**config.mk**
```make
export PLATFORM = sky130hd
export DESIGN_NAME = aodr_regs
export DESIGN_NICKNAME = d
export VERILOG_FILES = /design/src/rtl/aodr_pkg.sv /design/src/rtl/aodr_esd_counter.sv /design/src/rtl/aodr_irq.sv /design/src/rtl/aodr_regs.sv
export SDC_FILE = /design/constraint.sdc
export NUM_CORES = 1
export LEC_CHECK = 0
export ABC_AREA = 1
export ABC_CLOCK_PERIOD_IN_PS = 1950
export BUFFER_PORTS_ARGS = -buffer_cell sky130_fd_sc_hd__buf_2
export CAP_MARGIN = 20
export CORE_AREA = 2 2 75 77
export DETAILED_ROUTE_END_ITERATION = 7
export DIE_AREA = 0 0 77 79
export GPL_TIMING_DRIVEN = 0
export PLACE_DENSITY = 0.81
export SLEW_MARGIN = 20
export SYNTH_ARGS = -nofsm -noshare
export SYNTH_HDL_FRONTEND = slang
export SYNTH_HIERARCHICAL = 1
export SYNTH_SLANG_ARGS = --single-unit
```
**constraint.sdc**
```tcl
create_clock -name SYS_CLK -period 1.95 [get_ports SYS_CLK]
set_clock_uncertainty 0.15 [all_clocks]
set_input_delay 0.39 -clock SYS_CLK [delete_from_list [all_inputs] [get_ports SYS_CLK]]
set_output_delay 0.39 -clock SYS_CLK [all_outputs]
set_load 0.02 [all_outputs]
```
**src/rtl/aodr_pkg.sv**
```systemverilog
// constants and types for the analog override and delay register bank
package aodr_pkg;
    // register indices, byte address is four times the index
    localparam logic [15:0] IDX_FORCE_CTRL = 16'h041e;
    localparam logic [15:0] IDX_OVR = 16'h042f;
    localparam logic [15:0] IDX_DLY = 16'h0430;
    localparam logic [15:0] IDX_ESD = 16'h0442;
    localparam logic [15:0] IDX_IRQ_STAT = 16'h0480;
    localparam logic [15:0] IDX_IRQ_MASK = 16'h0481;
    // field positions
    localparam int FORCE_EN_BIT = 8;
    localparam int OVR_ELOST_BIT = 2;
    localparam int OVR_EDET_BIT = 1;
    localparam int OVR_SLEEP_BIT = 0;
    localparam int TX_LSB = 8;
    localparam int RX_LSB = 4;
    localparam int CODE_W = 4;
    localparam int ESD_LSB = 9;
    localparam int ESD_W = 6;
    localparam int IRQ_ESD_BIT = 0;
    localparam int IRQ_SAT_BIT = 1;
    localparam int IRQ_N = 2;
    // reset values
    localparam logic [15:0] FORCE_CTRL_RST = 16'h0000;
    localparam logic [15:0] OVR_RST = 16'h0000;
    localparam logic [15:0] DLY_RST = 16'h0960;
    localparam logic [15:0] ESD_RST = 16'h0000;
    localparam logic [15:0] IRQ_MASK_RST = 16'h0000;
    // writable bits of each register
    localparam logic [15:0] FORCE_CTRL_WMASK = 16'h0100;
    localparam logic [15:0] OVR_WMASK = 16'h0007;
    localparam logic [15:0] DLY_WMASK = 16'h0ff0;
    localparam logic [15:0] IRQ_WMASK = 16'h0003;
    // bus transfer phase
    typedef enum logic [1:0] {
        AODR_IDLE = 2'b01,
        AODR_ACCESS = 2'b10
    } aodr_phase_t;
endpackage : aodr_pkg

```
**src/rtl/aodr_esd_counter.sv**
```systemverilog
// saturating counter of esd events
module aodr_esd_counter #(
    parameter int WIDTH = aodr_pkg::ESD_W
) (
    // clock and reset
    input wire logic clk,
    input wire logic rst,
    // event in
    input wire logic esd_event,
    // count and events out
    output logic [WIDTH-1:0] count,
    output logic counted,
    output logic saturated_hit
);
    localparam logic [WIDTH-1:0] CNT_MAX = {WIDTH{1'b1}};

    if (WIDTH < 1 || WIDTH > aodr_pkg::ESD_W) begin : g_chk
        $error("esd counter width must be 1 to 6");
    end

    logic [WIDTH-1:0] count_reg;
    logic [WIDTH-1:0] count_next;
    logic counted_reg;
    logic counted_next;
    logic sat_reg;
    logic sat_next;

    always_comb begin
        count_next = count_reg;
        counted_next = 1'b0;
        sat_next = 1'b0;
        if (esd_event && count_reg != CNT_MAX) begin
            count_next = count_reg + 1'b1;
            counted_next = 1'b1;
            sat_next = (count_next == CNT_MAX);
        end
    end

    always_ff @(posedge clk) begin
        if (rst) begin
            count_reg <= '0;
            counted_reg <= 1'b0;
            sat_reg <= 1'b0;
        end else begin
            count_reg <= count_next;
            counted_reg <= counted_next;
            sat_reg <= sat_next;
        end
    end

    assign count = count_reg;
    assign counted = counted_reg;
    assign saturated_hit = sat_reg;
endmodule : aodr_esd_counter

```
**src/rtl/aodr_irq.sv**
```systemverilog
// sticky interrupt status with mask and level output
module aodr_irq #(
    parameter int N = aodr_pkg::IRQ_N
) (
    // clock and reset
    input wire logic clk,
    input wire logic rst,
    // events, software clear and mask
    input wire logic [N-1:0] set,
    input wire logic [N-1:0] clear,
    input wire logic [N-1:0] mask,
    // status and interrupt
    output logic [N-1:0] status,
    output logic irq
);
    if (N < 1 || N > 16) begin : g_chk
        $error("interrupt count must be 1 to 16");
    end

    logic [N-1:0] stat_reg;
    logic [N-1:0] stat_next;
    logic irq_reg;
    logic irq_next;

    for (genvar i = 0; i < N; i++) begin : g_bit
        // set wins over a clear in the same cycle
        always_comb begin
            stat_next[i] = set[i] | (stat_reg[i] & ~clear[i]);
        end
    end

    always_comb begin
        irq_next = |(stat_next & mask);
    end

    always_ff @(posedge clk) begin
        if (rst) begin
            stat_reg <= '0;
            irq_reg <= 1'b0;
        end else begin
            stat_reg <= stat_next;
            irq_reg <= irq_next;
        end
    end

    assign status = stat_reg;
    assign irq = irq_reg;
endmodule : aodr_irq

```
**src/rtl/aodr_regs.sv**
```systemverilog
// apb register bank for analog front-end overrides, clock delay codes and esd count
module aodr_regs #(
    parameter int ADDR_W = 16,
    parameter int ESD_CNT_W = aodr_pkg::ESD_W
) (
    // clock and reset
    input wire logic SYS_CLK,
    input wire logic RST,
    // apb slave
    input wire logic PSEL,
    input wire logic PENABLE,
    input wire logic PWRITE,
    input wire logic [ADDR_W-1:0] PADDR,
    input wire logic [31:0] PWDATA,
    input wire logic [3:0] PSTRB,
    output logic [31:0] PRDATA,
    output logic PREADY,
    output logic PSLVERR,
    // internally generated front-end controls
    input wire logic INT_SLEEP_EN,
    input wire logic INT_ENERGY_DET_EN,
    input wire logic INT_ENERGY_LOST,
    // controls to the analog front end
    output logic AFE_SLEEP_EN,
    output logic AFE_ENERGY_DET_EN,
    output logic AFE_ENERGY_LOST,
    // clock delay line codes
    output logic [3:0] TX_CLOCK_DELAY_CODE,
    output logic [3:0] RX_CLOCK_DELAY_CODE,
    // esd detector
    input wire logic ESD_EVENT,
    // interrupt
    output logic IRQ
);
    // highest index needs 13 address bits
    if (ADDR_W < 13 || ADDR_W > 32) begin : g_chk
        $error("address width must be 13 to 32");
    end

    // true when the byte address selects the register of this index
    function automatic logic reg_hit(
        input logic [ADDR_W-1:0] addr,
        input logic [15:0] idx
    );
        logic [31:0] full;
        full = 32'(addr);
        reg_hit = (full == {14'h0000, idx, 2'b00});
    endfunction : reg_hit

    // byte-lane merge keeping read-only bits unchanged
    function automatic logic [15:0] lane_merge(
        input logic [15:0] old,
        input logic [31:0] wdata,
        input logic [3:0] strb,
        input logic [15:0] wmask
    );
        logic [15:0] lanes;
        lanes = {{8{strb[1]}}, {8{strb[0]}}};
        lane_merge = (old & ~(lanes & wmask)) | (wdata[15:0] & lanes & wmask);
    endfunction : lane_merge

    // bus phase state
    aodr_pkg::aodr_phase_t phase_reg;
    aodr_pkg::aodr_phase_t phase_next;
    logic pready_reg;
    logic pready_next;
    logic pslverr_reg;
    logic pslverr_next;
    logic [31:0] prdata_reg;
    logic [31:0] prdata_next;

    // software registers
    logic [15:0] force_ctrl_reg;
    logic [15:0] force_ctrl_next;
    logic [15:0] ovr_reg;
    logic [15:0] ovr_next;
    logic [15:0] dly_reg;
    logic [15:0] dly_next;
    logic [15:0] irq_mask_reg;
    logic [15:0] irq_mask_next;

    // front-end drive
    logic afe_sleep_reg;
    logic afe_sleep_next;
    logic afe_edet_reg;
    logic afe_edet_next;
    logic afe_elost_reg;
    logic afe_elost_next;

    // decode
    logic hit_force;
    logic hit_ovr;
    logic hit_dly;
    logic hit_esd;
    logic hit_stat;
    logic hit_mask;
    logic mapped;
    logic wr_commit;

    // counter and interrupt links
    logic [ESD_CNT_W-1:0] esd_count;
    logic esd_counted;
    logic esd_sat_hit;
    logic [15:0] esd_word;
    logic [aodr_pkg::IRQ_N-1:0] irq_set;
    logic [aodr_pkg::IRQ_N-1:0] irq_clear;
    logic [aodr_pkg::IRQ_N-1:0] irq_status;
    logic [15:0] stat_word;

    aodr_esd_counter #(
        .WIDTH(ESD_CNT_W)
    ) u_esd (
        .clk(SYS_CLK),
        .rst(RST),
        .esd_event(ESD_EVENT),
        .count(esd_count),
        .counted(esd_counted),
        .saturated_hit(esd_sat_hit)
    );

    aodr_irq #(
        .N(aodr_pkg::IRQ_N)
    ) u_irq (
        .clk(SYS_CLK),
        .rst(RST),
        .set(irq_set),
        .clear(irq_clear),
        .mask(irq_mask_reg[aodr_pkg::IRQ_N-1:0]),
        .status(irq_status),
        .irq(IRQ)
    );

    // address decode, shared by setup and access phases
    always_comb begin
        hit_force = reg_hit(PADDR, aodr_pkg::IDX_FORCE_CTRL);
        hit_ovr = reg_hit(PADDR, aodr_pkg::IDX_OVR);
        hit_dly = reg_hit(PADDR, aodr_pkg::IDX_DLY);
        hit_esd = reg_hit(PADDR, aodr_pkg::IDX_ESD);
        hit_stat = reg_hit(PADDR, aodr_pkg::IDX_IRQ_STAT);
        hit_mask = reg_hit(PADDR, aodr_pkg::IDX_IRQ_MASK);
        mapped = hit_force | hit_ovr | hit_dly | hit_esd | hit_stat | hit_mask;
        // writes land only at the edge that completes the access
        wr_commit = PSEL & PENABLE & PWRITE & pready_reg & ~pslverr_reg;
    end

    // read words built from live state
    always_comb begin
        esd_word = aodr_pkg::ESD_RST | (16'(esd_count) << aodr_pkg::ESD_LSB);
        stat_word = 16'(irq_status);
        irq_set = '0;
        irq_set[aodr_pkg::IRQ_ESD_BIT] = esd_counted;
        irq_set[aodr_pkg::IRQ_SAT_BIT] = esd_sat_hit;
        irq_clear = '0;
        if (wr_commit && hit_stat) begin
            irq_clear = PWDATA[aodr_pkg::IRQ_N-1:0] & {{(aodr_pkg::IRQ_N-1){PSTRB[0]}}, PSTRB[0]};
        end
    end

    // bus phase and answer
    always_comb begin
        phase_next = phase_reg;
        pready_next = 1'b0;
        pslverr_next = 1'b0;
        prdata_next = prdata_reg;
        case (phase_reg)
            aodr_pkg::AODR_IDLE: begin
                if (PSEL && !PENABLE) begin
                    phase_next = aodr_pkg::AODR_ACCESS;
                    pready_next = 1'b1;
                    pslverr_next = ~mapped;
                    prdata_next = 32'h0000_0000;
                    if (!PWRITE) begin
                        if (hit_force) begin
                            prdata_next[15:0] = force_ctrl_reg & aodr_pkg::FORCE_CTRL_WMASK;
                        end else if (hit_ovr) begin
                            prdata_next[15:0] = ovr_reg & aodr_pkg::OVR_WMASK;
                        end else if (hit_dly) begin
                            prdata_next[15:0] = dly_reg & aodr_pkg::DLY_WMASK;
                        end else if (hit_esd) begin
                            prdata_next[15:0] = esd_word;
                        end else if (hit_stat) begin
                            prdata_next[15:0] = stat_word;
                        end else if (hit_mask) begin
                            prdata_next[15:0] = irq_mask_reg & aodr_pkg::IRQ_WMASK;
                        end
                    end
                end
            end
            aodr_pkg::AODR_ACCESS: begin
                phase_next = aodr_pkg::AODR_IDLE;
            end
            default: begin
                phase_next = aodr_pkg::AODR_IDLE;
            end
        endcase
    end

    // register writes
    always_comb begin
        force_ctrl_next = force_ctrl_reg;
        ovr_next = ovr_reg;
        dly_next = dly_reg;
        irq_mask_next = irq_mask_reg;
        if (wr_commit) begin
            if (hit_force) begin
                force_ctrl_next = lane_merge(force_ctrl_reg, PWDATA, PSTRB,
                    aodr_pkg::FORCE_CTRL_WMASK);
            end
            if (hit_ovr) begin
                ovr_next = lane_merge(ovr_reg, PWDATA, PSTRB, aodr_pkg::OVR_WMASK);
            end
            if (hit_dly) begin
                dly_next = lane_merge(dly_reg, PWDATA, PSTRB, aodr_pkg::DLY_WMASK);
            end
            if (hit_mask) begin
                irq_mask_next = lane_merge(irq_mask_reg, PWDATA, PSTRB, aodr_pkg::IRQ_WMASK);
            end
            // esd status has no write path
        end
    end

    // front-end selection
    always_comb begin
        if (force_ctrl_reg[aodr_pkg::FORCE_EN_BIT]) begin
            afe_sleep_next = ovr_reg[aodr_pkg::OVR_SLEEP_BIT];
            afe_edet_next = ovr_reg[aodr_pkg::OVR_EDET_BIT];
            afe_elost_next = ovr_reg[aodr_pkg::OVR_ELOST_BIT];
        end else begin
            afe_sleep_next = INT_SLEEP_EN;
            afe_edet_next = INT_ENERGY_DET_EN;
            afe_elost_next = INT_ENERGY_LOST;
        end
    end

    always_ff @(posedge SYS_CLK) begin
        if (RST) begin
            phase_reg <= aodr_pkg::AODR_IDLE;
            pready_reg <= 1'b0;
            pslverr_reg <= 1'b0;
            prdata_reg <= 32'h0000_0000;
            force_ctrl_reg <= aodr_pkg::FORCE_CTRL_RST;
            ovr_reg <= aodr_pkg::OVR_RST;
            dly_reg <= aodr_pkg::DLY_RST;
            irq_mask_reg <= aodr_pkg::IRQ_MASK_RST;
            afe_sleep_reg <= 1'b0;
            afe_edet_reg <= 1'b0;
            afe_elost_reg <= 1'b0;
        end else begin
            phase_reg <= phase_next;
            pready_reg <= pready_next;
            pslverr_reg <= pslverr_next;
            prdata_reg <= prdata_next;
            force_ctrl_reg <= force_ctrl_next;
            ovr_reg <= ovr_next;
            dly_reg <= dly_next;
            irq_mask_reg <= irq_mask_next;
            afe_sleep_reg <= afe_sleep_next;
            afe_edet_reg <= afe_edet_next;
            afe_elost_reg <= afe_elost_next;
        end
    end

    assign PRDATA = prdata_reg;
    assign PREADY = pready_reg;
    assign PSLVERR = pslverr_reg;
    assign AFE_SLEEP_EN = afe_sleep_reg;
    assign AFE_ENERGY_DET_EN = afe_edet_reg;
    assign AFE_ENERGY_LOST = afe_elost_reg;
    assign TX_CLOCK_DELAY_CODE = dly_reg[aodr_pkg::TX_LSB +: aodr_pkg::CODE_W];
    assign RX_CLOCK_DELAY_CODE = dly_reg[aodr_pkg::RX_LSB +: aodr_pkg::CODE_W];
endmodule : aodr_regs

```
==> results.json <==
{
  "clkLatencyLatePin_ns": 0.30,
  "synth_top_area_share_pct": 37.8,
  "nNetsFinal": 494,
  "num_vias": 2386,
  "critPathBufInv": 2,
  "fin_total_pwr_mw": 1.78,
  "tns_ns": 0,
  "max_freq_mhz": 590,
  "cts_buffer_depth": 2,
  "worstPathArrival_ns": 1.74,
  "io_buffers": 65,
  "coreArea_um2": 5340,
  "synth_seq_cells": 46,
  "layout_common_cells": "66 x nand2_1, 66 x buf_2, 47 x nor2_1",
  "synth.yosys.seq_area_share_pct": 37.8,
  "post_cts_buffers": 0,
  "ys_warn_count": 6,
  "overflow": 0,
  "start_util_pct": 45.6,
  "totalWireLength_mm": 5.62,
  "grt_max_degree": 14,
  "grt_pass1_vias": 2183,
  "drv_slew": 0,
  "preCtsSetupSlack_ns": 0.0800,
  "die_height_um": 79,
  "crit_required_ns": 2.00,
  "yosysUniqueCellTypes": 32,
  "rsz0062_at_grt": "false",
  "post-dp-hpwl_mm": 4.43,
  "clock-sinks": 46,
  "post_drt_via_cell_ratio": 4.73,
  "crit_path_start_kind": "flip-flop",
  "synth_area_leader_cell": "dfxtp_1",
  "cp-end-kind": "flip-flop",
  "hold_depth": 3,
  "drt_iter0_drc": 114,
  "p_leak_nw": 1.56,
  "crit_type": "reg2reg",
  "min_from": "PWDATA[5]",
  "htree_levels": 2,
  "clock-root-buffer": "clkbuf_8",
  "drive_gt1_share_pct": 28.7,
  "drc": 0,
  "syn-cell-area_um2": 2440,
  "cap_violations": 0,
  "cts_resized": 0,
  "crit_family": "simple AND/OR/NAND/NOR gates",
  "die_area_um2": 6080,
  "antenna_cells": 0,
  "final-hold-violation-count": 0,
  "worst_slack_ns": 0.255,
  "num_io_pins": 107,
  "cts_tree": "done",
  "max_stage_delay_ns": 0.34,
  "cp_common_cell": "nand2_1",
  "worst_path_max_delay_cell": "dfxtp_1",
  "fill_cells": 526,
  "post-route-util_pct": 56.3,
  "rows": 27,
  "dr.pass1.iters": 4,
  "ir_drop_mv": 0.359,
  "synthArstFlopShare_pct": 0,
  "syn_avg_cell_area_um2": 7.12,
  "ant_nets": 0,
  "reg2reg_setup_slack_ns": 0.25,
  "period_share_pct": 86.9,
  "crit-reg2reg-launch": "PREADY",
  "syn_to_final_growth_pct": 23.4,
  "synth_enable_flop_cells": 0,
  "finalCriticalPeriod_ns": 1.70,
  "status": "finished clean",
  "grt_pass1_wl_mm": 9.37,
  "worst-path-max-fanout": 5,
  "p_per_area_nw_per_um2": 593,
  "gp_congestion": 0.895,
  "cts_hold_buffers": 0,
  "r2r-end": "u_irq/irq",
  "cp_num_cells": 11,
  "synthFlopType": "dfxtp_1",
  "cts_made_buffers": 5,
  "netlist_instances": 342,
  "clkTransAtPathRegs_ns": 0.08,
  "fp.dieW_um": 77,
  "setup_viol_count_final": 0,
  "r2r_cells": 11,
  "grt_usage_pct": 19.1,
  "synthTopCellsByArea": "dfxtp_1 38%, nand2_1 10%, nand3_1 7.8%",
  "worstHoldPathType": "in2reg",
  "antenna_found_initial": 0,
  "wl_per_cell_um": 11.2,
  "path_cells": "nand2_1 > nor2_1 > nand4_2 > inv_1 > nand4_1 > nor2_1 > inv_1 > nand2_1 > nand2_1 > nand3_1 > nand2_1"
}
-- report_power, final --
| group | internal (mW) | total (mW) | switching, mW |
|---|---|---|---|
| Combinational | 0.0814 | 0.218 | 0.137 |
| Sequential | 0.952 | 0.964 | 0.0118 |
| Clock | 0.286 | 0.600 | 0.314 |
-- layer usage --
| layer | track usage [%] | vias up | wire length (um) | share of wire (%) |
|---|---|---|---|---|
| li1 | - | 1240 | - | - |
| met1 | 23.2 | 1055 | 2410 | 43 |
| met2 | 33.1 | 81 | 2680 | 48 |
| met3 | 4.20 | 10 | 439 | 7.8 |
| met4 | 7.32 | 0 | 88 | 1.6 |
| met5 | 0 | - | 0 | 0 |
-- Yosys cell counts, types with 2 or more instances --
| library cell | count |
|---|---|
| ha_1 | 2 |
| nor3_1 | 2 |
| dfxtp_1 | 46 |
| nand2_4 | 4 |
| a21oi_1 | 18 |
| o21ai_1 | 3 |
| buf_4 | 18 |
| o21ai_0 | 11 |
| nand3_2 | 3 |
| nand3_1 | 38 |
| inv_1 | 38 |
| nor2_2 | 9 |
| nand4_1 | 12 |
| nand2_1 | 66 |
| clkbuf_1 | 2 |
| nor2_4 | 7 |
| nand2_2 | 2 |
| nor2_1 | 47 |
-- how the worst max path moves through the flow --
stage,start,endpoint
floorplan,PREADY,u_irq/irq
global placement,RST,AFE_SLEEP_EN
detailed placement,RST,flip-flop
CTS,PREADY,u_irq/irq
global route,PREADY,u_irq/irq
finish,PREADY,u_irq/irq
-- kinds of logic (layout without fill, tap and decap cells) --
kind of cell	after synthesis	count (layout)	synth area share, %
buf+inv	64	137	13.0
simple gates	193	193	39.5
other cells	1	18	0.154
fa+ha+maj	2	2	1.03
compound gates	36	36	8.53
flops	46	46	37.8
-- worst reg2reg max path: stages (launching register included) --
cell,delay (ns)
dfxtp_1,0.34
nand2_1,0.06
nor2_1,0.14
nand4_2,0.24
inv_1,0.15
nand4_1,0.11
nor2_1,0.11
inv_1,0.04
nand2_1,0.07
nand2_1,0.05
nand3_1,0.06
nand2_1,0.07
-- area by class of cell --
type / instances / area [um2] / share of cell area, %
Multi-Input combinational cell: 249 / 1260 / 42.0
Buffer: 22 / 151 / 5.04
Sequential cell: 46 / 921 / 30.6
Clock buffer: 7 / 86.3 / 2.87
Timing Repair Buffer: 65 / 325 / 10.8
Clock inverter: 1 / 5.00 / 0.166
Tap cell: 72 / 90.1 / 3.00
Inverter: 42 / 165 / 5.49
-- stage by stage --
step	cell area, um2	std cells	hold WS, ns
floorplan	2500	359	0.280
global placement	2920	496	0.294
detailed placement	2920	496	0.298
CTS	3010	504	0.148
global route	3010	504	0.166
finish	3010	504	0.149
(Power assumes the default switching activity.)
